## src/ecs_pkg.sv

```systemverilog
// Shared constants and types for the external bus code select block
package ecs_pkg;

  // Register indices; byte address is four times the index
  localparam logic [15:0] IDX_BUS_TIMING_LOW  = 16'h0468;
  localparam logic [15:0] IDX_BUS_TIMING_HIGH = 16'h0469;
  localparam logic [15:0] IDX_BUS_CONFIG      = 16'h046a;
  localparam logic [15:0] IDX_BUS_STATUS      = 16'h046b;

  // Values after reset and implemented-bit masks
  localparam logic [7:0] RST_BUS_TIMING_LOW  = 8'hef;
  localparam logic [7:0] RST_BUS_TIMING_HIGH = 8'hff;
  localparam logic [7:0] RST_BUS_CONFIG      = 8'h03;
  localparam logic [7:0] MASK_BUS_TIMING_LOW = 8'hef;
  localparam logic [7:0] MASK_BUS_CONFIG     = 8'h1f;

  // Bus config fields
  localparam int CFG_STALL_DISABLE    = 4;
  localparam int CFG_EXT_BUS_DISABLE  = 3;
  localparam int CFG_ADDR_SIZE_BIT2   = 2;

  // Timing field low bit positions (two-bit fields)
  localparam int TL_CODE_LSB  = 2;
  localparam int TH_READ_LSB  = 2;
  localparam int TH_WRITE_LSB = 6;

  // Status fields
  localparam int STAT_CODE_SEL    = 0;
  localparam int STAT_STALL       = 1;
  localparam int STAT_STRAP_TAKEN = 2;
  localparam int STAT_BUSY        = 3;

  // Internal program memory limit, first external code address
  localparam logic [19:0] DEF_INT_CODE_LIMIT = 20'h08000;

  // AXI responses
  localparam logic [1:0] RESP_OKAY   = 2'h0;
  localparam logic [1:0] RESP_SLVERR = 2'h2;

  typedef enum logic [1:0] {
    ECS_KIND_CODE  = 2'b00,
    ECS_KIND_READ  = 2'b01,
    ECS_KIND_WRITE = 2'b10
  } ecs_kind_e;

  typedef enum logic [1:0] {
    ECS_ST_IDLE  = 2'b00,
    ECS_ST_EXT   = 2'b01,
    ECS_ST_STALL = 2'b10
  } ecs_state_e;

  typedef struct packed {
    logic [19:0] addr;
    ecs_kind_e   kind;
    logic [15:0] wdata;
  } ecs_req_s;

  // Byte address of a register index matches the bus address
  function automatic logic ecs_hit(input logic [15:0] addr, input logic [15:0] idx);
    return addr == {idx[13:0], 2'b00};
  endfunction : ecs_hit

endpackage : ecs_pkg

```

## src/ecs_top.sv

```systemverilog
// External bus control: code select strap, fetch strobe, stall, bus registers
//
// Design decision made here: register access over AXI4-Lite.
`timescale 1ns/1ns

// Summary of operation
// - An external code fetch drives the program store strobe low to enable memory.
// - The program store strobe stays high outside external code fetch cycles.
// - The code select pin level is caught at reset release and kept for all later fetches.
// - A caught value of 0 sends every code fetch to external memory.
// - A caught value of 1 sends fetches below the internal limit inside, the rest outside.
// - After reset release the same pin serves as the bus stall input.
// - A high stall input in the last timed cycle of an external access extends it until the input falls.
// - Bus timing high byte sits at index 469 and resets to ff.
// - Bus timing low byte sits at index 468, resets to ef, and its bit 4 is unimplemented.
// - Bus config resets to 0000 0a11 with bit 2 taken from the bus width strap.
module ecs_top
  import ecs_pkg::*;
#(
  parameter logic [19:0] INT_CODE_LIMIT = DEF_INT_CODE_LIMIT
) (
  // Clock and reset
  input  wire logic        i_clk,
  input  wire logic        i_arst_n,
  // AXI4-Lite write address
  input  wire logic        i_awvalid,
  output logic             o_awready,
  input  wire logic [15:0] i_awaddr,
  // AXI4-Lite write data
  input  wire logic        i_wvalid,
  output logic             o_wready,
  input  wire logic [31:0] i_wdata,
  input  wire logic [3:0]  i_wstrb,
  // AXI4-Lite write response
  output logic             o_bvalid,
  input  wire logic        i_bready,
  output logic [1:0]       o_bresp,
  // AXI4-Lite read address
  input  wire logic        i_arvalid,
  output logic             o_arready,
  input  wire logic [15:0] i_araddr,
  // AXI4-Lite read data
  output logic             o_rvalid,
  input  wire logic        i_rready,
  output logic [31:0]      o_rdata,
  output logic [1:0]       o_rresp,
  // Core access request and answer
  input  wire logic        i_core_valid,
  input  wire ecs_req_s    i_core_req,
  output logic             o_core_ready,
  output logic             o_core_done,
  output logic             o_core_err,
  output logic             o_core_int_code,
  output logic [15:0]      o_core_rdata,
  // Straps and stall pin
  input  wire logic        i_code_select_stall_pin,
  input  wire logic        i_bus_width_strap,
  // External bus
  output logic [19:0]      o_ext_addr,
  output logic [15:0]      o_ext_wdata,
  input  wire logic [15:0] i_ext_rdata,
  output logic             o_program_store_strobe_n,
  output logic             o_data_read_strobe_n,
  output logic             o_data_write_strobe_n
);

  // Register file
  logic [7:0]  bus_timing_low_ff;
  logic [7:0]  bus_timing_high_ff;
  logic [7:0]  bus_config_ff;

  // Strap capture
  logic        strap_taken_ff;
  logic        external_code_select_ff;

  // AXI write side
  logic        aw_held_ff;
  logic [15:0] aw_addr_ff;
  logic        w_held_ff;
  logic [7:0]  w_byte_ff;
  logic        w_lane_ff;
  logic        bvalid_ff;
  logic [1:0]  bresp_ff;

  // AXI read side
  logic        rvalid_ff;
  logic [31:0] rdata_ff;
  logic [1:0]  rresp_ff;

  // Bus cycle machine
  ecs_state_e  state_ff;
  ecs_state_e  nxt_state;
  logic [1:0]  cnt_ff;
  logic [1:0]  nxt_cnt;
  ecs_kind_e   kind_ff;
  logic        done_ff;
  logic        err_ff;
  logic        int_code_ff;
  logic [15:0] core_rdata_ff;
  logic [19:0] ext_addr_ff;
  logic [15:0] ext_wdata_ff;
  logic        pse_n_ff;
  logic        rd_n_ff;
  logic        wr_n_ff;

  // Stall input after synchronisation
  logic        stall_sync;

  ecs_sync #(
    .W (1)
  ) u_stall_sync (
    .i_clk    (i_clk),
    .i_arst_n (i_arst_n),
    .i_d      (i_code_select_stall_pin),
    .o_q      (stall_sync)
  );

  // ---------------- Strap capture at reset release
  always_ff @(posedge i_clk or negedge i_arst_n) begin
    if (!i_arst_n) begin
      strap_taken_ff          <= 1'b0;
      external_code_select_ff <= 1'b0;
    end else if (!strap_taken_ff) begin
      strap_taken_ff          <= 1'b1;
      external_code_select_ff <= i_code_select_stall_pin;
    end
  end

  // ---------------- AXI write path
  wire aw_take  = i_awvalid & o_awready;
  wire w_take   = i_wvalid & o_wready;
  wire wr_fire  = aw_held_ff & w_held_ff & ~bvalid_ff;

  assign o_awready = ~aw_held_ff & ~bvalid_ff;
  assign o_wready  = ~w_held_ff & ~bvalid_ff;

  wire hit_w_low  = ecs_hit(aw_addr_ff, IDX_BUS_TIMING_LOW);
  wire hit_w_high = ecs_hit(aw_addr_ff, IDX_BUS_TIMING_HIGH);
  wire hit_w_cfg  = ecs_hit(aw_addr_ff, IDX_BUS_CONFIG);
  wire hit_w_stat = ecs_hit(aw_addr_ff, IDX_BUS_STATUS);
  wire hit_w_any  = hit_w_low | hit_w_high | hit_w_cfg | hit_w_stat;

  wire wr_en      = wr_fire & w_lane_ff;
  wire wr_low     = wr_en & hit_w_low;
  wire wr_high    = wr_en & hit_w_high;
  wire wr_cfg     = wr_en & hit_w_cfg;

  always_ff @(posedge i_clk or negedge i_arst_n) begin
    if (!i_arst_n) begin
      aw_held_ff <= 1'b0;
      aw_addr_ff <= 16'h0000;
    end else if (aw_take) begin
      aw_held_ff <= 1'b1;
      aw_addr_ff <= i_awaddr;
    end else if (wr_fire) begin
      aw_held_ff <= 1'b0;
    end
  end

  always_ff @(posedge i_clk or negedge i_arst_n) begin
    if (!i_arst_n) begin
      w_held_ff <= 1'b0;
      w_byte_ff <= 8'h00;
      w_lane_ff <= 1'b0;
    end else if (w_take) begin
      w_held_ff <= 1'b1;
      w_byte_ff <= i_wdata[7:0];
      w_lane_ff <= i_wstrb[0];
    end else if (wr_fire) begin
      w_held_ff <= 1'b0;
    end
  end

  always_ff @(posedge i_clk or negedge i_arst_n) begin
    if (!i_arst_n) begin
      bvalid_ff <= 1'b0;
      bresp_ff  <= RESP_OKAY;
    end else if (wr_fire) begin
      bvalid_ff <= 1'b1;
      bresp_ff  <= hit_w_any ? RESP_OKAY : RESP_SLVERR;
    end else if (i_bready) begin
      bvalid_ff <= 1'b0;
    end
  end

  assign o_bvalid = bvalid_ff;
  assign o_bresp  = bresp_ff;

  // ---------------- Registers
  always_ff @(posedge i_clk or negedge i_arst_n) begin
    if (!i_arst_n) begin
      bus_timing_high_ff <= RST_BUS_TIMING_HIGH;
    end else if (wr_high) begin
      bus_timing_high_ff <= w_byte_ff;
    end
  end

  always_ff @(posedge i_clk or negedge i_arst_n) begin
    if (!i_arst_n) begin
      bus_timing_low_ff <= RST_BUS_TIMING_LOW;
    end else if (wr_low) begin
      bus_timing_low_ff <= w_byte_ff & MASK_BUS_TIMING_LOW;
    end
  end

  // Width strap joins the config once, in the cycle the straps are caught
  always_ff @(posedge i_clk or negedge i_arst_n) begin
    if (!i_arst_n) begin
      bus_config_ff <= RST_BUS_CONFIG;
    end else if (!strap_taken_ff) begin
      bus_config_ff[CFG_ADDR_SIZE_BIT2] <= i_bus_width_strap;
    end else if (wr_cfg) begin
      bus_config_ff <= w_byte_ff & MASK_BUS_CONFIG;
    end
  end

  // ---------------- AXI read path
  wire ar_take    = i_arvalid & o_arready;
  wire hit_r_low  = ecs_hit(i_araddr, IDX_BUS_TIMING_LOW);
  wire hit_r_high = ecs_hit(i_araddr, IDX_BUS_TIMING_HIGH);
  wire hit_r_cfg  = ecs_hit(i_araddr, IDX_BUS_CONFIG);
  wire hit_r_stat = ecs_hit(i_araddr, IDX_BUS_STATUS);
  wire hit_r_any  = hit_r_low | hit_r_high | hit_r_cfg | hit_r_stat;

  wire busy = (state_ff != ECS_ST_IDLE);

  wire [7:0] status_byte = {4'h0, busy, strap_taken_ff, stall_sync,
                            external_code_select_ff};

  wire [7:0] rd_byte;
  assign rd_byte = hit_r_low  ? bus_timing_low_ff  :
                   hit_r_high ? bus_timing_high_ff :
                   hit_r_cfg  ? bus_config_ff      :
                   hit_r_stat ? status_byte        : 8'h00;

  assign o_arready = ~rvalid_ff;

  always_ff @(posedge i_clk or negedge i_arst_n) begin
    if (!i_arst_n) begin
      rvalid_ff <= 1'b0;
      rdata_ff  <= 32'h0000_0000;
      rresp_ff  <= RESP_OKAY;
    end else if (ar_take) begin
      rvalid_ff <= 1'b1;
      rdata_ff  <= {24'h00_0000, rd_byte};
      rresp_ff  <= hit_r_any ? RESP_OKAY : RESP_SLVERR;
    end else if (i_rready) begin
      rvalid_ff <= 1'b0;
    end
  end

  assign o_rvalid = rvalid_ff;
  assign o_rdata  = rdata_ff;
  assign o_rresp  = rresp_ff;

  // ---------------- Core request routing
  // Requests wait until the strap is caught; the pin is a stall input after that
  assign o_core_ready = (state_ff == ECS_ST_IDLE) & strap_taken_ff;

  wire accept    = i_core_valid & o_core_ready;
  wire is_code   = (i_core_req.kind == ECS_KIND_CODE);
  wire below_lim = (i_core_req.addr < INT_CODE_LIMIT);
  wire go_int    = is_code & external_code_select_ff & below_lim;
  wire ext_off   = bus_config_ff[CFG_EXT_BUS_DISABLE];

  // Stall only counts once the pin has changed role
  wire stall_on  = stall_sync & strap_taken_ff &
                   ~bus_config_ff[CFG_STALL_DISABLE];

  wire [1:0] code_len  = bus_timing_low_ff[TL_CODE_LSB +: 2];
  wire [1:0] read_len  = bus_timing_high_ff[TH_READ_LSB +: 2];
  wire [1:0] write_len = bus_timing_high_ff[TH_WRITE_LSB +: 2];
  wire [1:0] len_sel   = is_code ? code_len :
                         (i_core_req.kind == ECS_KIND_WRITE) ? write_len : read_len;

  wire start_ext = accept & ~go_int & ~ext_off;
  wire finish    = ((state_ff == ECS_ST_EXT) & (cnt_ff == 2'd0) & ~stall_on) |
                   ((state_ff == ECS_ST_STALL) & ~stall_on);

  always_comb begin
    nxt_state = state_ff;
    nxt_cnt   = cnt_ff;
    case (state_ff)
      ECS_ST_IDLE: begin
        if (start_ext) begin
          nxt_state = ECS_ST_EXT;
          nxt_cnt   = len_sel;
        end
      end
      ECS_ST_EXT: begin
        if (cnt_ff != 2'd0) begin
          nxt_cnt = cnt_ff - 2'd1;
        end else if (stall_on) begin
          nxt_state = ECS_ST_STALL;
        end else begin
          nxt_state = ECS_ST_IDLE;
        end
      end
      ECS_ST_STALL: begin
        if (!stall_on) begin
          nxt_state = ECS_ST_IDLE;
        end
      end
      default: begin
        nxt_state = ECS_ST_IDLE;
      end
    endcase
  end

  always_ff @(posedge i_clk or negedge i_arst_n) begin
    if (!i_arst_n) begin
      state_ff <= ECS_ST_IDLE;
      cnt_ff   <= 2'd0;
    end else begin
      state_ff <= nxt_state;
      cnt_ff   <= nxt_cnt;
    end
  end

  // ---------------- Answer to the core
  always_ff @(posedge i_clk or negedge i_arst_n) begin
    if (!i_arst_n) begin
      done_ff     <= 1'b0;
      err_ff      <= 1'b0;
      int_code_ff <= 1'b0;
    end else begin
      done_ff     <= (accept & (go_int | ext_off)) | finish;
      err_ff      <= accept & ~go_int & ext_off;
      int_code_ff <= accept & go_int;
    end
  end

  always_ff @(posedge i_clk or negedge i_arst_n) begin
    if (!i_arst_n) begin
      core_rdata_ff <= 16'h0000;
    end else if (finish && kind_ff != ECS_KIND_WRITE) begin
      core_rdata_ff <= i_ext_rdata;
    end
  end

  assign o_core_done     = done_ff;
  assign o_core_err      = err_ff;
  assign o_core_int_code = int_code_ff;
  assign o_core_rdata    = core_rdata_ff;

  // ---------------- External bus outputs
  always_ff @(posedge i_clk or negedge i_arst_n) begin
    if (!i_arst_n) begin
      kind_ff      <= ECS_KIND_CODE;
      ext_addr_ff  <= 20'h00000;
      ext_wdata_ff <= 16'h0000;
    end else if (start_ext) begin
      kind_ff      <= i_core_req.kind;
      ext_addr_ff  <= i_core_req.addr;
      ext_wdata_ff <= i_core_req.wdata;
    end
  end

  // Strobes fall with the cycle start and rise with its finish
  always_ff @(posedge i_clk or negedge i_arst_n) begin
    if (!i_arst_n) begin
      pse_n_ff <= 1'b1;
      rd_n_ff  <= 1'b1;
      wr_n_ff  <= 1'b1;
    end else if (start_ext) begin
      pse_n_ff <= ~is_code;
      rd_n_ff  <= ~(i_core_req.kind == ECS_KIND_READ);
      wr_n_ff  <= ~(i_core_req.kind == ECS_KIND_WRITE);
    end else if (finish) begin
      pse_n_ff <= 1'b1;
      rd_n_ff  <= 1'b1;
      wr_n_ff  <= 1'b1;
    end
  end

  assign o_ext_addr               = ext_addr_ff;
  assign o_ext_wdata              = ext_wdata_ff;
  assign o_program_store_strobe_n = pse_n_ff;
  assign o_data_read_strobe_n     = rd_n_ff;
  assign o_data_write_strobe_n    = wr_n_ff;

endmodule : ecs_top

```

## src/ecs_sync.sv

```systemverilog
// Two-stage level synchroniser
`timescale 1ns/1ns
module ecs_sync #(
  parameter int W = 1
) (
  // Clock and reset
  input  wire logic         i_clk,
  input  wire logic         i_arst_n,
  // Level in and out
  input  wire logic [W-1:0] i_d,
  output logic      [W-1:0] o_q
);

  logic [W-1:0] meta_ff;
  logic [W-1:0] sync_ff;

  always_ff @(posedge i_clk or negedge i_arst_n) begin
    if (!i_arst_n) begin
      meta_ff <= '0;
      sync_ff <= '0;
    end else begin
      meta_ff <= i_d;
      sync_ff <= meta_ff;
    end
  end

  assign o_q = sync_ff;

endmodule : ecs_sync

```

## config.mk

```make
export PLATFORM = sky130hd
export DESIGN_NAME = ecs_top
export DESIGN_NICKNAME = d
export VERILOG_FILES = /design/src/ecs_pkg.sv /design/src/ecs_top.sv /design/src/ecs_sync.sv
export SDC_FILE = /design/constraint.sdc
export NUM_CORES = 1
export LEC_CHECK = 0
export BUFFER_PORTS_ARGS = -buffer_cell sky130_fd_sc_hd__buf_2
export CAP_MARGIN = 25
export CORE_UTILIZATION = 30
export CTS_BUF_LIST = sky130_fd_sc_hd__clkbuf_8 sky130_fd_sc_hd__clkbuf_16
export CTS_CLUSTER_DIAMETER = 80
export DETAILED_ROUTE_END_ITERATION = 10
export HOLD_SLACK_MARGIN = 0.1
export SLEW_MARGIN = 40
export SYNTH_ARGS = -nofsm -noshare
export SYNTH_HDL_FRONTEND = slang
export SYNTH_HIERARCHICAL = 1
export SYNTH_SLANG_ARGS = --single-unit
```

## constraint.sdc

```tcl
create_clock -name i_clk -period 4.1 [get_ports i_clk]
set_input_delay 0.205 -clock i_clk [delete_from_list [all_inputs] [get_ports i_clk]]
set_output_delay 0.205 -clock i_clk [all_outputs]
set_load 0.01 [all_outputs]
```

==> results of run 1 <==
==> logic make-up (layout without fill, tap and decap cells) <==
logic type / Yosys count / after routing / share of synthesized area
adder cells (fa/ha/maj): 1 / 1 / 0.00229
AO/OA/AOI/OAI: 33 / 33 / 0.0417
buffers and inverters: 48 / 305 / 0.0570
AND/OR/NAND/NOR: 56 / 56 / 0.0687
flip-flops: 127 / 127 / 0.586
other: 2 / 27 / 0.00137
multiplexers: 110 / 110 / 0.243
==> repair_timing <==
item	CTS	global route
hold buffers	82	0
gates resized for setup	0	0
hold endpoints to repair	120	0
==> cells in the final DEF (no fill, tap or decap), types with 3 or more instances in the layout <==
| master | instances |
|---|---|
| sky130_fd_sc_hd__conb_1 | 27 |
| sky130_fd_sc_hd__mux2_4 | 13 |
| sky130_fd_sc_hd__dlygate4sd3_1 | 82 |
| sky130_fd_sc_hd__inv_6 | 3 |
| sky130_fd_sc_hd__mux4_2 | 4 |
| sky130_fd_sc_hd__clkinvlp_4 | 3 |
| sky130_fd_sc_hd__dfrtp_1 | 107 |
| sky130_fd_sc_hd__o21ai_0 | 15 |
| sky130_fd_sc_hd__nand2_1 | 16 |
| sky130_fd_sc_hd__inv_1 | 10 |
| sky130_fd_sc_hd__mux2_2 | 84 |
| sky130_fd_sc_hd__buf_4 | 4 |
| sky130_fd_sc_hd__buf_2 | 177 |
| sky130_fd_sc_hd__mux2i_1 | 5 |
| sky130_fd_sc_hd__clkinv_2 | 5 |
| sky130_fd_sc_hd__or3_1 | 3 |
| sky130_fd_sc_hd__a21oi_1 | 4 |
| sky130_fd_sc_hd__nand2b_1 | 4 |
| sky130_fd_sc_hd__clkbuf_16 | 17 |
| sky130_fd_sc_hd__dfstp_2 | 20 |
| sky130_fd_sc_hd__mux2_1 | 4 |
| sky130_fd_sc_hd__nor2_1 | 10 |
| sky130_fd_sc_hd__o32a_1 | 3 |
==> routing by layer <==
layer	wire, µm	up-vias	share of wire
met5	12	-	0.00095
li1	-	1831	-
met4	151	2	0.012
met1	5200	1904	0.41
met3	826	16	0.066
met2	6400	150	0.51
==> where the power goes <==
group	leakage (nW)	internal [mW]	switching [mW]
logic	1.93	0.746	0.616
clock network	0.276	0.865	0.563
registers	1.49	1.71	0.276
==> sequential cells by signal (all words and copies together), names as in the netlist, 5 cells and up <==
| register | count |
|---|---|
| aw_addr_ff | 16 |
| w_byte_ff | 8 |
| bus_timing_low_ff | 7 |
| o_core_rdata | 16 |
| o_rdata | 8 |
| o_ext_addr | 20 |
| bus_config_ff | 5 |
| bus_timing_high_ff | 8 |
| o_ext_wdata | 16 |
==> worst max-delay path: stages <==
cell	delay [ns]
sky130_fd_sc_hd__dlygate4sd3_1	0.53
sky130_fd_sc_hd__buf_2	0.13
sky130_fd_sc_hd__nor4_2	0.63
sky130_fd_sc_hd__a211o_1	0.52
sky130_fd_sc_hd__mux2_2	0.39
==> cell usage after synthesis, drive strengths merged, types with 2 or more instances <==
cell,number,area [µm²]
o32a,3,30.0
clkbuf,3,11.3
mux2i,5,50.1
inv,10,37.5
buf,35,263
or3,3,18.8
a21o,2,15.0
nand4,3,25.0
nor4b,4,62.6
conb,2,7.51
o21ai,15,75.1
and2,2,12.5
nor2,10,37.5
nand2,16,60.1
nor4,3,40.0
nand3b,2,15.0
dfrtp,107,2680
nand2b,4,25.0
dfstp,20,526
a22o,2,17.5
mux2,101,1190
mux4,4,90.1
a21oi,5,28.8
==> final cells by class <==
cell class	count	area share
repair buffers	263	0.221
clock inverters	13	0.0143
multi-input cells	227	0.260
inverters	10	0.00477
clock buffers	19	0.0575
well taps	225	0.0357
flip-flops and latches	127	0.407
==> worst paths after layout <==
check | depth (start not counted) | to | slack, ns | start
max reg2reg | 6 | o_core_rdata[5]$_DFFE_PN0P_ | 2.03 | cnt_ff[0]$_DFFE_PN0P_
min in group asynchronous | 2 | aw_addr_ff[15]$_DFFE_PN0P_ | 0.34 | i_arst_n
max | 5 | o_ext_addr[19]$_DFFE_PN0P_ | 1.97 | i_core_req[36]
min | 3 | kind_ff[1]$_DFFE_PN0P_ | 0.15 | i_core_req[17]
min reg2reg | 0 | u_stall_sync/o_q$_DFF_PN0_ | 0.35 | u_stall_sync/meta_ff$_DFF_PN0_
max in group asynchronous | 3 | aw_addr_ff[14]$_DFFE_PN0P_ | 2.70 | i_arst_n
==> impl_metrics.prom, run 1 <==
# TYPE chip_impl_metric gauge
chip_impl_metric{name="synth-seq-area-share",unit=""} 0.586
chip_impl_metric{name="total_leakage_power",unit="nW"} 3.70
chip_impl_info{name="timing.critical_path.to_type",value="register"} 1
chip_impl_metric{name="detail_route.iter0.violations",unit=""} 136
chip_impl_metric{name="actual_transition_at_the_worst_max_transition_pin",unit="ns"} 0.767
chip_impl_metric{name="clock_tree.buffer_depth",unit=""} 2
chip_impl_metric{name="grt_max_degree",unit=""} 48
chip_impl_metric{name="total_of_buffers_placed_on_input_and_output_ports",unit=""} 178
chip_impl_metric{name="grt_first_pass_wirelength",unit="mm"} 20.3
chip_impl_metric{name="max_clock_freq",unit="MHz"} 469
chip_impl_metric{name="setup_viol",unit=""} 0
chip_impl_metric{name="period_minus_slack",unit="ns"} 2.13
chip_impl_metric{name="placement.cell_area",unit="µm²"} 6480
chip_impl_metric{name="ys_types",unit=""} 49
chip_impl_metric{name="critPathArrivalTime",unit="ns"} 2.42
chip_impl_metric{name="fin_tns_setup",unit="ns"} 0
chip_impl_metric{name="synth_area",unit="µm²"} 5460
chip_impl_metric{name="synth.ff_latch_count",unit=""} 127
chip_impl_metric{name="cts_setup_buffers",unit=""} 0
chip_impl_info{name="rsz_0062_raised_after_global_routing",value="false"} 1
chip_impl_metric{name="worstPathMaxFanout",unit=""} 14
chip_impl_metric{name="drt-wirelength-per-cell",unit="µm"} 14.2
chip_impl_metric{name="seq_area",unit="µm²"} 3200
chip_impl_metric{name="dieWidth",unit="µm"} 137
chip_impl_metric{name="start_util",unit=""} 0.312
chip_impl_metric{name="post-route-util",unit=""} 0.449
chip_impl_metric{name="vias_in_the_first_global_route",unit=""} 4159
chip_impl_metric{name="drt_drc_violations_left",unit=""} 0
chip_impl_info{name="start_kind",value="input pin"} 1
chip_impl_metric{name="synth_async_sr_flop_share",unit=""} 1.00
chip_impl_metric{name="met1_use_gr",unit=""} 0.160
chip_impl_metric{name="dp.cells",unit=""} 770
chip_impl_metric{name="routed-via-count",unit=""} 3903
chip_impl_metric{name="fin_skew",unit="ns"} 0.00628
chip_impl_info{name="timing_worst_setup_path_type",value="in -> reg"} 1
chip_impl_metric{name="gate_count_of_the_mapped_netlist",unit=""} 377
chip_impl_metric{name="groute.layer.met2.usage",unit=""} 0.254
chip_impl_metric{name="floorplan.core_area",unit="µm²"} 17500
chip_impl_metric{name="drv.max_cap_violation_count",unit=""} 0
chip_impl_info{name="cts_tree",value="built"} 1
chip_impl_metric{name="placementRows",unit=""} 48
chip_impl_metric{name="fillers",unit=""} 1593
chip_impl_info{name="outcome",value="finished, final reports clean"} 1
chip_impl_metric{name="cts.sinks",unit=""} 127
chip_impl_metric{name="synth_edf_count",unit=""} 0
chip_impl_metric{name="p_total",unit="mW"} 4.78
chip_impl_metric{name="final_hold_viol_count",unit=""} 0
chip_impl_metric{name="drt_wl_total",unit="mm"} 12.6
chip_impl_metric{name="final_max_slew_viol_count",unit=""} 0
chip_impl_info{name="gr-max-usage-layer",value="met2"} 1
chip_impl_metric{name="grt_overflow",unit=""} 0
chip_impl_metric{name="vdd_ir_drop_max",unit="mV"} 0.370
chip_impl_metric{name="synth_area_per_cell",unit="µm²"} 14.5
chip_impl_metric{name="io_pins",unit=""} 232
chip_impl_metric{name="critPathRequiredTime",unit="ns"} 4.39
chip_impl_metric{name="grt_usage",unit=""} 0.143
chip_impl_metric{name="place_hpwl",unit="mm"} 8.65
chip_impl_metric{name="flow.area_growth_from_synthesis",unit="%"} 44.1
chip_impl_metric{name="route.detailed.vias_per_inst",unit=""} 4.42
chip_impl_metric{name="worst_setup_hold_path_clk_slew",unit="ns"} 0.06
chip_impl_metric{name="multiInputGateArea",unit="µm²"} 2050
chip_impl_metric{name="final_nets",unit=""} 779
chip_impl_metric{name="tritoncts.num_buffers",unit=""} 17
chip_impl_metric{name="ys.warnings.count",unit=""} 6
chip_impl_metric{name="die_area",unit="µm²"} 18800
chip_impl_metric{name="dpl_worst_slack",unit="ns"} 1.78
chip_impl_info{name="worst_hold_path_type",value="in -> reg"} 1
chip_impl_metric{name="detail-route-antenna-nets",unit=""} 0
chip_impl_metric{name="fin_area",unit="µm²"} 7880
chip_impl_metric{name="globalRouteMet3Util",unit=""} 0.0452
chip_impl_metric{name="antenna_violations_before_repair",unit=""} 1
chip_impl_metric{name="finalCritPeriodShare",unit=""} 0.520
chip_impl_info{name="postSynth.topFlopCell",value="sky130_fd_sc_hd__dfrtp_1"} 1
chip_impl_metric{name="htree_num_levels",unit=""} 4
chip_impl_metric{name="post_layout_nonfiller_instances",unit=""} 884
chip_impl_metric{name="antenna_diode_instance_count",unit=""} 0
chip_impl_info{name="cts.root.buffer_cell",value="sky130_fd_sc_hd__clkbuf_16"} 1
chip_impl_metric{name="gp_congestion",unit=""} 0.728
chip_impl_metric{name="worst_slack",unit="ns"} 1.97
chip_impl_metric{name="finalHoldWorstSlack",unit="ns"} 0.148
chip_impl_metric{name="detailedRoute.firstPassIterationCount",unit=""} 4
chip_impl_metric{name="maxSlewHeadroom",unit=""} 0.489
chip_impl_metric{name="fraction_of_layout_cells_with_a_size_suffix_above_1",unit=""} 0.525
chip_impl_metric{name="die_h",unit="µm"} 137
chip_impl_metric{name="clkLatencyLatePin",unit="ns"} 0.41
chip_impl_metric{name="power_per_cell_area",unit="nW/µm²"} 607
Power figures use the tool's default switching activity.
==> run 2: changes to the inputs <==
Settings changed: ABC_AREA from default to 1.
Clock period 4.1 ns to 1.9 ns, I/O delays scaled along.
==> run 2 against run 1 <==
The flow now finishes with violations (design-rule violations); worst hold slack worse by 0.025 ns; synthesized cell count is 64% higher; via count is 26% higher; critical path depth is 2 higher; flip-flop and latch count stayed put; clock-buffer cell count is 2 higher; wire length is 13% higher; total power is 120% higher; cell area is 4.0% higher; die area is 1.8% higher; largest power group unchanged; highest routed layer is now met4.
==> impl_metrics.prom, run 2 <==
# TYPE chip_impl_metric gauge
chip_impl_metric{name="drt_drc_violations_left",unit=""} 32
chip_impl_metric{name="seq_area",unit="µm²"} 3200
chip_impl_metric{name="die_h",unit="µm"} 138
chip_impl_metric{name="final_nets",unit=""} 1025
chip_impl_metric{name="placementRows",unit=""} 49
chip_impl_metric{name="floorplan.core_area",unit="µm²"} 18100
chip_impl_metric{name="dpl_worst_slack",unit="ns"} 0.300
chip_impl_metric{name="critPathArrivalTime",unit="ns"} 1.87
chip_impl_metric{name="total_of_buffers_placed_on_input_and_output_ports",unit=""} 178
chip_impl_metric{name="clock_tree.buffer_depth",unit=""} 2
chip_impl_metric{name="holdPathStages",unit=""} 4
chip_impl_info{name="outcome",value="finished, violations left"} 1
chip_impl_info{name="failed_checks",value="design-rule violations"} 1
chip_impl_info{name="synth_common_cells",value="175 x sky130_fd_sc_hd__nand2_1, 107 x sky130_fd_sc_hd__dfrtp_1, 65 x sky130_fd_sc_hd__nand3_1"} 1
chip_impl_metric{name="tritoncts.num_buffers",unit=""} 17
chip_impl_metric{name="synth_area_per_cell",unit="µm²"} 8.97
chip_impl_metric{name="finalCritPeriodShare",unit=""} 0.840
chip_impl_metric{name="grt_overflow",unit=""} 0
chip_impl_metric{name="drt_wl_total",unit="mm"} 14.2
chip_impl_metric{name="max_ffs_per_register",unit=""} 20
chip_impl_info{name="regToRegStartpoint",value="state_ff[1]$_DFFE_PN0P_"} 1
chip_impl_metric{name="power_per_cell_area",unit="nW/µm²"} 1270
chip_impl_metric{name="setup_viol",unit=""} 0
chip_impl_metric{name="start_util",unit=""} 0.308
chip_impl_metric{name="vias_in_the_first_global_route",unit=""} 5043
chip_impl_metric{name="ys.warnings.count",unit=""} 6
chip_impl_info{name="rsz_0062_raised_after_global_routing",value="false"} 1
chip_impl_metric{name="worstPathMaxFanout",unit=""} 32
chip_impl_metric{name="synth_async_sr_flop_share",unit=""} 1.00
chip_impl_metric{name="post_layout_nonfiller_instances",unit=""} 1135
chip_impl_metric{name="synth_edf_count",unit=""} 0
chip_impl_metric{name="drt-wirelength-per-cell",unit="µm"} 12.5
chip_impl_metric{name="period_minus_slack",unit="ns"} 1.60
chip_impl_metric{name="htree_num_levels",unit=""} 4
chip_impl_metric{name="grt_max_degree",unit=""} 81
chip_impl_metric{name="detailedRoute.firstPassIterationCount",unit=""} 7
chip_impl_metric{name="cts.sinks",unit=""} 127
chip_impl_info{name="synth.area.top_cells",value="sky130_fd_sc_hd__dfrtp_1 48%, sky130_fd_sc_hd__nand2_1 12%, sky130_fd_sc_hd__dfstp_2 9.4%"} 1
chip_impl_metric{name="routed-via-count",unit=""} 4900
chip_impl_metric{name="grt_first_pass_wirelength",unit="mm"} 24.1
chip_impl_metric{name="setup_slack_reg_to_reg",unit="ns"} 0.30
chip_impl_metric{name="final_hold_viol_count",unit=""} 0
chip_impl_info{name="timing.critical_path.to_type",value="register"} 1
chip_impl_metric{name="fraction_of_layout_cells_with_a_size_suffix_above_1",unit=""} 0.295
chip_impl_metric{name="detail_route.iter0.violations",unit=""} 198
chip_impl_metric{name="ys_types",unit=""} 32
chip_impl_metric{name="die_area",unit="µm²"} 19100
chip_impl_info{name="yosysMostFrequentCell",value="sky130_fd_sc_hd__nand2_1"} 1
chip_impl_metric{name="cts_setup_buffers",unit=""} 0
chip_impl_metric{name="place_hpwl",unit="mm"} 9.33
chip_impl_metric{name="worst_setup_hold_path_clk_slew",unit="ns"} 0.06
chip_impl_metric{name="synth.ff_latch_count",unit=""} 127
chip_impl_info{name="postSynth.topFlopCell",value="sky130_fd_sc_hd__dfrtp_1"} 1
chip_impl_info{name="regToRegEndpoint",value="o_core_rdata[7]$_DFFE_PN0P_"} 1
chip_impl_metric{name="dp.cells",unit=""} 1016
chip_impl_info{name="worst_hold_path_type",value="in -> reg"} 1
chip_impl_metric{name="vdd_ir_drop_max",unit="mV"} 0.685
chip_impl_metric{name="grt_usage",unit=""} 0.159
chip_impl_info{name="cts.root.buffer_cell",value="sky130_fd_sc_hd__clkbuf_16"} 1
chip_impl_metric{name="multiInputGateArea",unit="µm²"} 1920
chip_impl_metric{name="drv.max_cap_violation_count",unit=""} 0
chip_impl_metric{name="synth_area",unit="µm²"} 5560
chip_impl_metric{name="io_pins",unit=""} 232
chip_impl_metric{name="synth_top_area_frac",unit=""} 0.481
chip_impl_metric{name="detail-route-antenna-nets",unit=""} 0
chip_impl_metric{name="total_leakage_power",unit="nW"} 4.19
chip_impl_info{name="layout.cells.most_common_list",value="177 x sky130_fd_sc_hd__buf_2, 175 x sky130_fd_sc_hd__nand2_1, 107 x sky130_fd_sc_hd__dfrtp_1"} 1
chip_impl_metric{name="timing.reg2reg.worst_path_depth",unit=""} 7
chip_impl_metric{name="fillers",unit=""} 1725
chip_impl_metric{name="actual_transition_at_the_worst_max_transition_pin",unit="ns"} 0.571
chip_impl_info{name="cts_tree",value="built"} 1
chip_impl_metric{name="max_clock_freq",unit="MHz"} 626
chip_impl_metric{name="flow.area_growth_from_synthesis",unit="%"} 47.3
chip_impl_metric{name="clkLatencyLatePin",unit="ns"} 0.41
chip_impl_metric{name="post-route-util",unit=""} 0.453
chip_impl_info{name="layout.cells.most_common",value="sky130_fd_sc_hd__buf_2"} 1
chip_impl_metric{name="critPathRequiredTime",unit="ns"} 2.18
chip_impl_info{name="timing_worst_setup_path_type",value="reg -> reg"} 1
chip_impl_metric{name="synth-seq-area-share",unit=""} 0.576
chip_impl_info{name="synth_area_leader_cell",value="sky130_fd_sc_hd__dfrtp_1"} 1
chip_impl_info{name="hp-start",value="i_awvalid"} 1
chip_impl_metric{name="route.detailed.vias_per_inst",unit=""} 4.32
chip_impl_metric{name="fin_tns_setup",unit="ns"} 0
chip_impl_metric{name="dieWidth",unit="µm"} 138
chip_impl_metric{name="p_total",unit="mW"} 10.4
chip_impl_metric{name="final_max_slew_viol_count",unit=""} 0
chip_impl_info{name="start_kind",value="register"} 1
chip_impl_metric{name="worst_slack",unit="ns"} 0.304
chip_impl_metric{name="fin_skew",unit="ns"} 0.00584
chip_impl_info{name="whs_endpoint",value="aw_held_ff$_DFFE_PN0P_"} 1
chip_impl_metric{name="gate_count_of_the_mapped_netlist",unit=""} 620
chip_impl_metric{name="maxSlewHeadroom",unit=""} 0.619
chip_impl_metric{name="antenna_violations_before_repair",unit=""} 1
chip_impl_metric{name="gp_congestion",unit=""} 0.739
run 2: changes by cell type in the layout (fill, tap and decap cells not counted), sizes merged, moves of 9 or more:
| cell | previous run | this run |
|---|---|---|
| mux2 | 101 | 13 |
| o21ai | 15 | 45 |
| inv | 13 | 60 |
| a21oi | 5 | 16 |
| nand3 | 1 | 65 |
| buf | 181 | 190 |
| nand2 | 16 | 179 |
| nor2 | 10 | 41 |
run 2: cell families after synthesis:
| kind of cell | count (synthesis) | synth area share |
|---|---|---|
| AO/OA/AOI/OAI | 69 | 0.0666 |
| multiplexers | 14 | 0.0281 |
| adder cells (fa/ha/maj) | 1 | 0.00225 |
| flip-flops | 127 | 0.576 |
| other | 2 | 0.00135 |
| AND/OR/NAND/NOR | 300 | 0.229 |
| buffers and inverters | 107 | 0.0967 |
run 2: timing repair:
item / CTS / global route
endpoints found under the hold margin: 216 / 0
resized for setup: 0 / 0
hold buffers: 86 / 0
run 2: power breakdown:
group / total, mW / internal [mW] / switching, mW
clock: 3.76 / 2.59 / 1.17
combinational: 2.67 / 1.14 / 1.52
sequential: 3.98 / 3.57 / 0.413
run 2: worst max path at each step:
stage,start,endpoint,slack (ns),cells past startpoint
2_1_floorplan,state_ff[0]$_DFFE_PN0P_,o_ext_addr[0]$_DFFE_PN0P_,0.47,10
3_3_place_gp,state_ff[1]$_DFFE_PN0P_,o_core_rdata[12]$_DFFE_PN0P_,0.34,7
3_5_place_dp,state_ff[1]$_DFFE_PN0P_,o_core_rdata[0]$_DFFE_PN0P_,0.30,7
4_1_cts,state_ff[1]$_DFFE_PN0P_,o_core_rdata[13]$_DFFE_PN0P_,0.28,7
5_1_grt,state_ff[1]$_DFFE_PN0P_,o_core_rdata[0]$_DFFE_PN0P_,0.08,8
6_report,state_ff[1]$_DFFE_PN0P_,o_core_rdata[7]$_DFFE_PN0P_,0.30,7
run 2: critical path, stage by stage, from the launching register on:
cell and delay, ns:
sky130_fd_sc_hd__dfrtp_1 0.40, sky130_fd_sc_hd__nor2_2 0.21, sky130_fd_sc_hd__nand2_1 0.11, sky130_fd_sc_hd__nand2_1 0.07
sky130_fd_sc_hd__nand2_1 0.12, sky130_fd_sc_hd__a21oi_2 0.13, sky130_fd_sc_hd__buf_4 0.28, sky130_fd_sc_hd__o21ai_0 0.13
run 2: layout make-up:
cell class | instances | area share
flip-flops and latches | 127 | 0.391
repair buffers | 276 | 0.229
clock buffers | 21 | 0.0587
multi-input cells | 411 | 0.234
well taps | 229 | 0.0350
inverters | 59 | 0.0270
clock inverters | 11 | 0.0255
diodes | 1 | 0.000305
run 2: stage by stage:
stage / hold WS (ns) / cell area, µm²
final: 0.122 / 8190
after global routing: 0.143 / 8190
after CTS: 0.106 / 8190
after detailed placement: -0.117 / 6640
after global placement: -0.117 / 6640
after floorplan: -0.201 / 5660
run 2: per-layer routing:
layer	vias up	track usage	part of all wire
met4	0	0.0710	0.022
met3	19	0.0492	0.054
met2	138	0.260	0.48
met1	2269	0.194	0.45
li1	2474	-	-
met5	-	0	0
==> run 3: changes to the inputs <==
Clock period 1.9 ns to 1.35 ns, I/O delays scaled along.
==> run 3 against run 2 <==
The run ends with design-rule violations, negative setup slack left; wire length rose by 15%; clock-buffer cell count is 2 lower; total power is 52% higher; sequential share of layout area down 4.3 points; utilization is 5.7 points higher; critical endpoint is now bus_timing_low_ff[0]$_DFFE_PN1P_; largest power group unchanged; highest routed layer unchanged.
==> impl_metrics.prom, run 3 (synthesis results as in run 2) <==
# TYPE chip_impl_metric gauge
chip_impl_metric{name="timing.reg2reg.worst_path_depth",unit=""} 7
chip_impl_metric{name="flow.area_growth_from_synthesis",unit="%"} 65.7
chip_impl_metric{name="setup_viol",unit=""} 76
chip_impl_metric{name="final_hold_viol_count",unit=""} 0
chip_impl_metric{name="fin_skew",unit="ns"} 0.00956
chip_impl_metric{name="tritoncts.num_buffers",unit=""} 17
chip_impl_metric{name="antenna_violations_before_repair",unit=""} 1
chip_impl_metric{name="final_nets",unit=""} 1075
chip_impl_info{name="layout.cells.most_common",value="sky130_fd_sc_hd__buf_2"} 1
chip_impl_metric{name="worstPathMaxFanout",unit=""} 7
chip_impl_info{name="cts_tree",value="built"} 1
chip_impl_metric{name="finalCritPeriodShare",unit=""} 1.10
chip_impl_metric{name="clkLatencyLatePin",unit="ns"} 0.42
chip_impl_metric{name="detail_route.iter0.violations",unit=""} 291
chip_impl_metric{name="detail-route-antenna-nets",unit=""} 0
chip_impl_metric{name="critPathArrivalTime",unit="ns"} 1.84
chip_impl_metric{name="clock_tree.buffer_depth",unit=""} 2
chip_impl_metric{name="route.detailed.vias_per_inst",unit=""} 4.45
chip_impl_metric{name="drv.max_cap_violation_count",unit=""} 0
chip_impl_metric{name="vdd_ir_drop_max",unit="mV"} 0.990
chip_impl_info{name="list_of_cells_traversed_by_the_critical_path",value="or2_4 -> nor3_2 -> nand2_1 -> nor2_4 -> buf_12 -> nand2_2 -> o21a_1"} 1
chip_impl_metric{name="grt_max_degree",unit=""} 36
chip_impl_metric{name="total_leakage_power",unit="nW"} 4.66
chip_impl_info{name="outcome",value="finished, violations left"} 1
chip_impl_metric{name="dieWidth",unit="µm"} 138
chip_impl_metric{name="place_hpwl",unit="mm"} 9.91
chip_impl_metric{name="post-route-util",unit=""} 0.510
chip_impl_metric{name="io_pins",unit=""} 232
chip_impl_metric{name="final_max_slew_viol_count",unit=""} 0
chip_impl_metric{name="routed-via-count",unit=""} 5271
chip_impl_info{name="critical-path-top-delay-family",value="simple AND/OR/NAND/NOR gates"} 1
chip_impl_metric{name="holdPathStages",unit=""} 8
chip_impl_metric{name="fin_area",unit="µm²"} 9220
chip_impl_metric{name="crit_buf_inv",unit=""} 1
chip_impl_metric{name="fraction_of_layout_cells_with_a_size_suffix_above_1",unit=""} 0.401
chip_impl_metric{name="period_minus_slack",unit="ns"} 1.49
chip_impl_metric{name="gp_congestion",unit=""} 0.742
chip_impl_info{name="start_kind",value="register"} 1
chip_impl_metric{name="max_ffs_per_register",unit=""} 20
chip_impl_metric{name="cts.sinks",unit=""} 127
chip_impl_info{name="hp-start",value="i_araddr[3]"} 1
chip_impl_metric{name="power_per_cell_area",unit="nW/µm²"} 1720
chip_impl_info{name="regToRegEndpoint",value="bus_timing_low_ff[0]$_DFFE_PN1P_"} 1
chip_impl_metric{name="floorplan.core_area",unit="µm²"} 18100
chip_impl_metric{name="detailedRoute.firstPassIterationCount",unit=""} 7
chip_impl_metric{name="drt_wl_total",unit="mm"} 16.4
chip_impl_metric{name="grt_first_pass_wirelength",unit="mm"} 24.6
chip_impl_info{name="library_cell_contributing_the_largest_single_delay_on_the_critical_path",value="sky130_fd_sc_hd__dfrtp_1"} 1
chip_impl_info{name="timing.critical_path.to_type",value="register"} 1
chip_impl_metric{name="critPathRequiredTime",unit="ns"} 1.70
chip_impl_info{name="failed_checks",value="design-rule violations, negative setup slack"} 1
chip_impl_metric{name="vias_in_the_first_global_route",unit=""} 5039
chip_impl_info{name="timing_worst_setup_path_type",value="reg -> reg"} 1
chip_impl_metric{name="worst_slack",unit="ns"} -0.142
chip_impl_metric{name="placement.cell_area",unit="µm²"} 6940
chip_impl_metric{name="start_util",unit=""} 0.308
chip_impl_metric{name="max_clock_freq",unit="MHz"} 670
chip_impl_metric{name="total_of_buffers_placed_on_input_and_output_ports",unit=""} 178
chip_impl_metric{name="worst_setup_hold_path_clk_slew",unit="ns"} 0.06
chip_impl_info{name="cts.root.buffer_cell",value="sky130_fd_sc_hd__clkbuf_16"} 1
chip_impl_metric{name="grt_overflow",unit=""} 0
chip_impl_metric{name="p_total",unit="mW"} 15.8
chip_impl_info{name="whs_endpoint",value="o_rdata[7]$_DFFE_PN0P_"} 1
chip_impl_metric{name="drt_drc_violations_left",unit=""} 22
chip_impl_info{name="regToRegStartpoint",value="aw_addr_ff[0]$_DFFE_PN0P_"} 1
chip_impl_metric{name="die_h",unit="µm"} 138
chip_impl_info{name="worst_hold_path_type",value="in -> reg"} 1
chip_impl_metric{name="setup_slack_reg_to_reg",unit="ns"} -0.14
chip_impl_metric{name="grt_usage",unit=""} 0.163
chip_impl_info{name="layout.cells.most_common_list",value="176 x sky130_fd_sc_hd__buf_2, 142 x sky130_fd_sc_hd__nand2_1, 107 x sky130_fd_sc_hd__dfrtp_1"} 1
chip_impl_metric{name="die_area",unit="µm²"} 19100
chip_impl_metric{name="critical_path.max_stage_delay",unit="ns"} 0.37
chip_impl_info{name="rsz_0062_raised_after_global_routing",value="true"} 1
chip_impl_metric{name="drt-wirelength-per-cell",unit="µm"} 13.8
chip_impl_info{name="crit_path_from",value="aw_addr_ff[0]$_DFFE_PN0P_"} 1
chip_impl_metric{name="htree_num_levels",unit=""} 4
chip_impl_metric{name="placementRows",unit=""} 49
==> run 3: cell types whose count changed in the layout (fill, tap and decap cells not counted), sizes merged <==
cell | previous run | this run
buf | 190 | 225
clkbuf | 21 | 27
dlygate4sd3 | 86 | 92
clkinv | 2 | 4
clkinvlp | 2 | 1
inv | 60 | 61
nand2 | 179 | 180
==> run 3: power breakdown <==
part           internal [mW]  switching (mW)  leakage [nW]
sequential              5.03           0.654          1.52
combinational           2.30            2.63          2.81
clock                   3.54            1.69         0.333
total                   10.9            4.98          4.66
==> run 3: per-stage QoR <==
| step | TNS [ns] | setup slack, ns | hold WS [ns] | instances |
|---|---|---|---|---|
| floorplan | -0.970 | -0.0485 | -0.228 | 645 |
| CTS | -3.12 | -0.0929 | 0.164 | 1168 |
| global route | -13.48 | -0.247 | 0.235 | 1185 |
| finish | -5.79 | -0.142 | 0.177 | 1185 |
| global placement | -1.80 | -0.0948 | -0.00849 | 1042 |
| detailed placement | -2.49 | -0.123 | -0.00941 | 1042 |
==> run 3: metal layers <==
layer / vias up / wire (µm) / global-route usage
met5: - / 0 / 0
met4: 0 / 442 / 0.0869
met3: 35 / 819 / 0.0381
met2: 157 / 8140 / 0.263
met1: 2499 / 6990 / 0.202
li1: 2580 / - / -
==> run 3: repair_timing <==
action	in CTS	in global routing
gates cloned	0	10
gates resized for setup	14	124
hold buffers	92	1
setup buffers	2	7
endpoints found under the setup margin	77	102
pin swaps	4	13
hold endpoints to repair	216	2
==> run 3: area by class of cell <==
cell class,count,area (µm²)
diodes,1,2.50
clock buffers,19,453
clock inverters,13,218
fillers,1624,8870
inverters,59,221
multi-input cells,412,2270
flip-flops and latches,127,3200
well taps,229,287
repair buffers,325,2560
==> run 3: worst register-to-register path: cells and delay by family, from the launching register on <==
kind / cells / cell delay, ns
buf+inv: 1 / 0.16
simple gates: 5 / 0.78
compound gates: 1 / 0.11
flops: 1 / 0.37
==> run 3: how the worst max path moves through the flow <==
stage | end | depth (start not counted)
floorplan | o_ext_addr[0]$_DFFE_PN0P_ | 10
global placement | bus_config_ff[3]$_DFFE_PN0P_ | 8
detailed placement | bus_config_ff[4]$_DFFE_PN0P_ | 6
CTS | bus_timing_low_ff[2]$_DFFE_PN1P_ | 7
global route | o_core_rdata[11]$_DFFE_PN0P_ | 9
finish | bus_timing_low_ff[0]$_DFFE_PN1P_ | 7
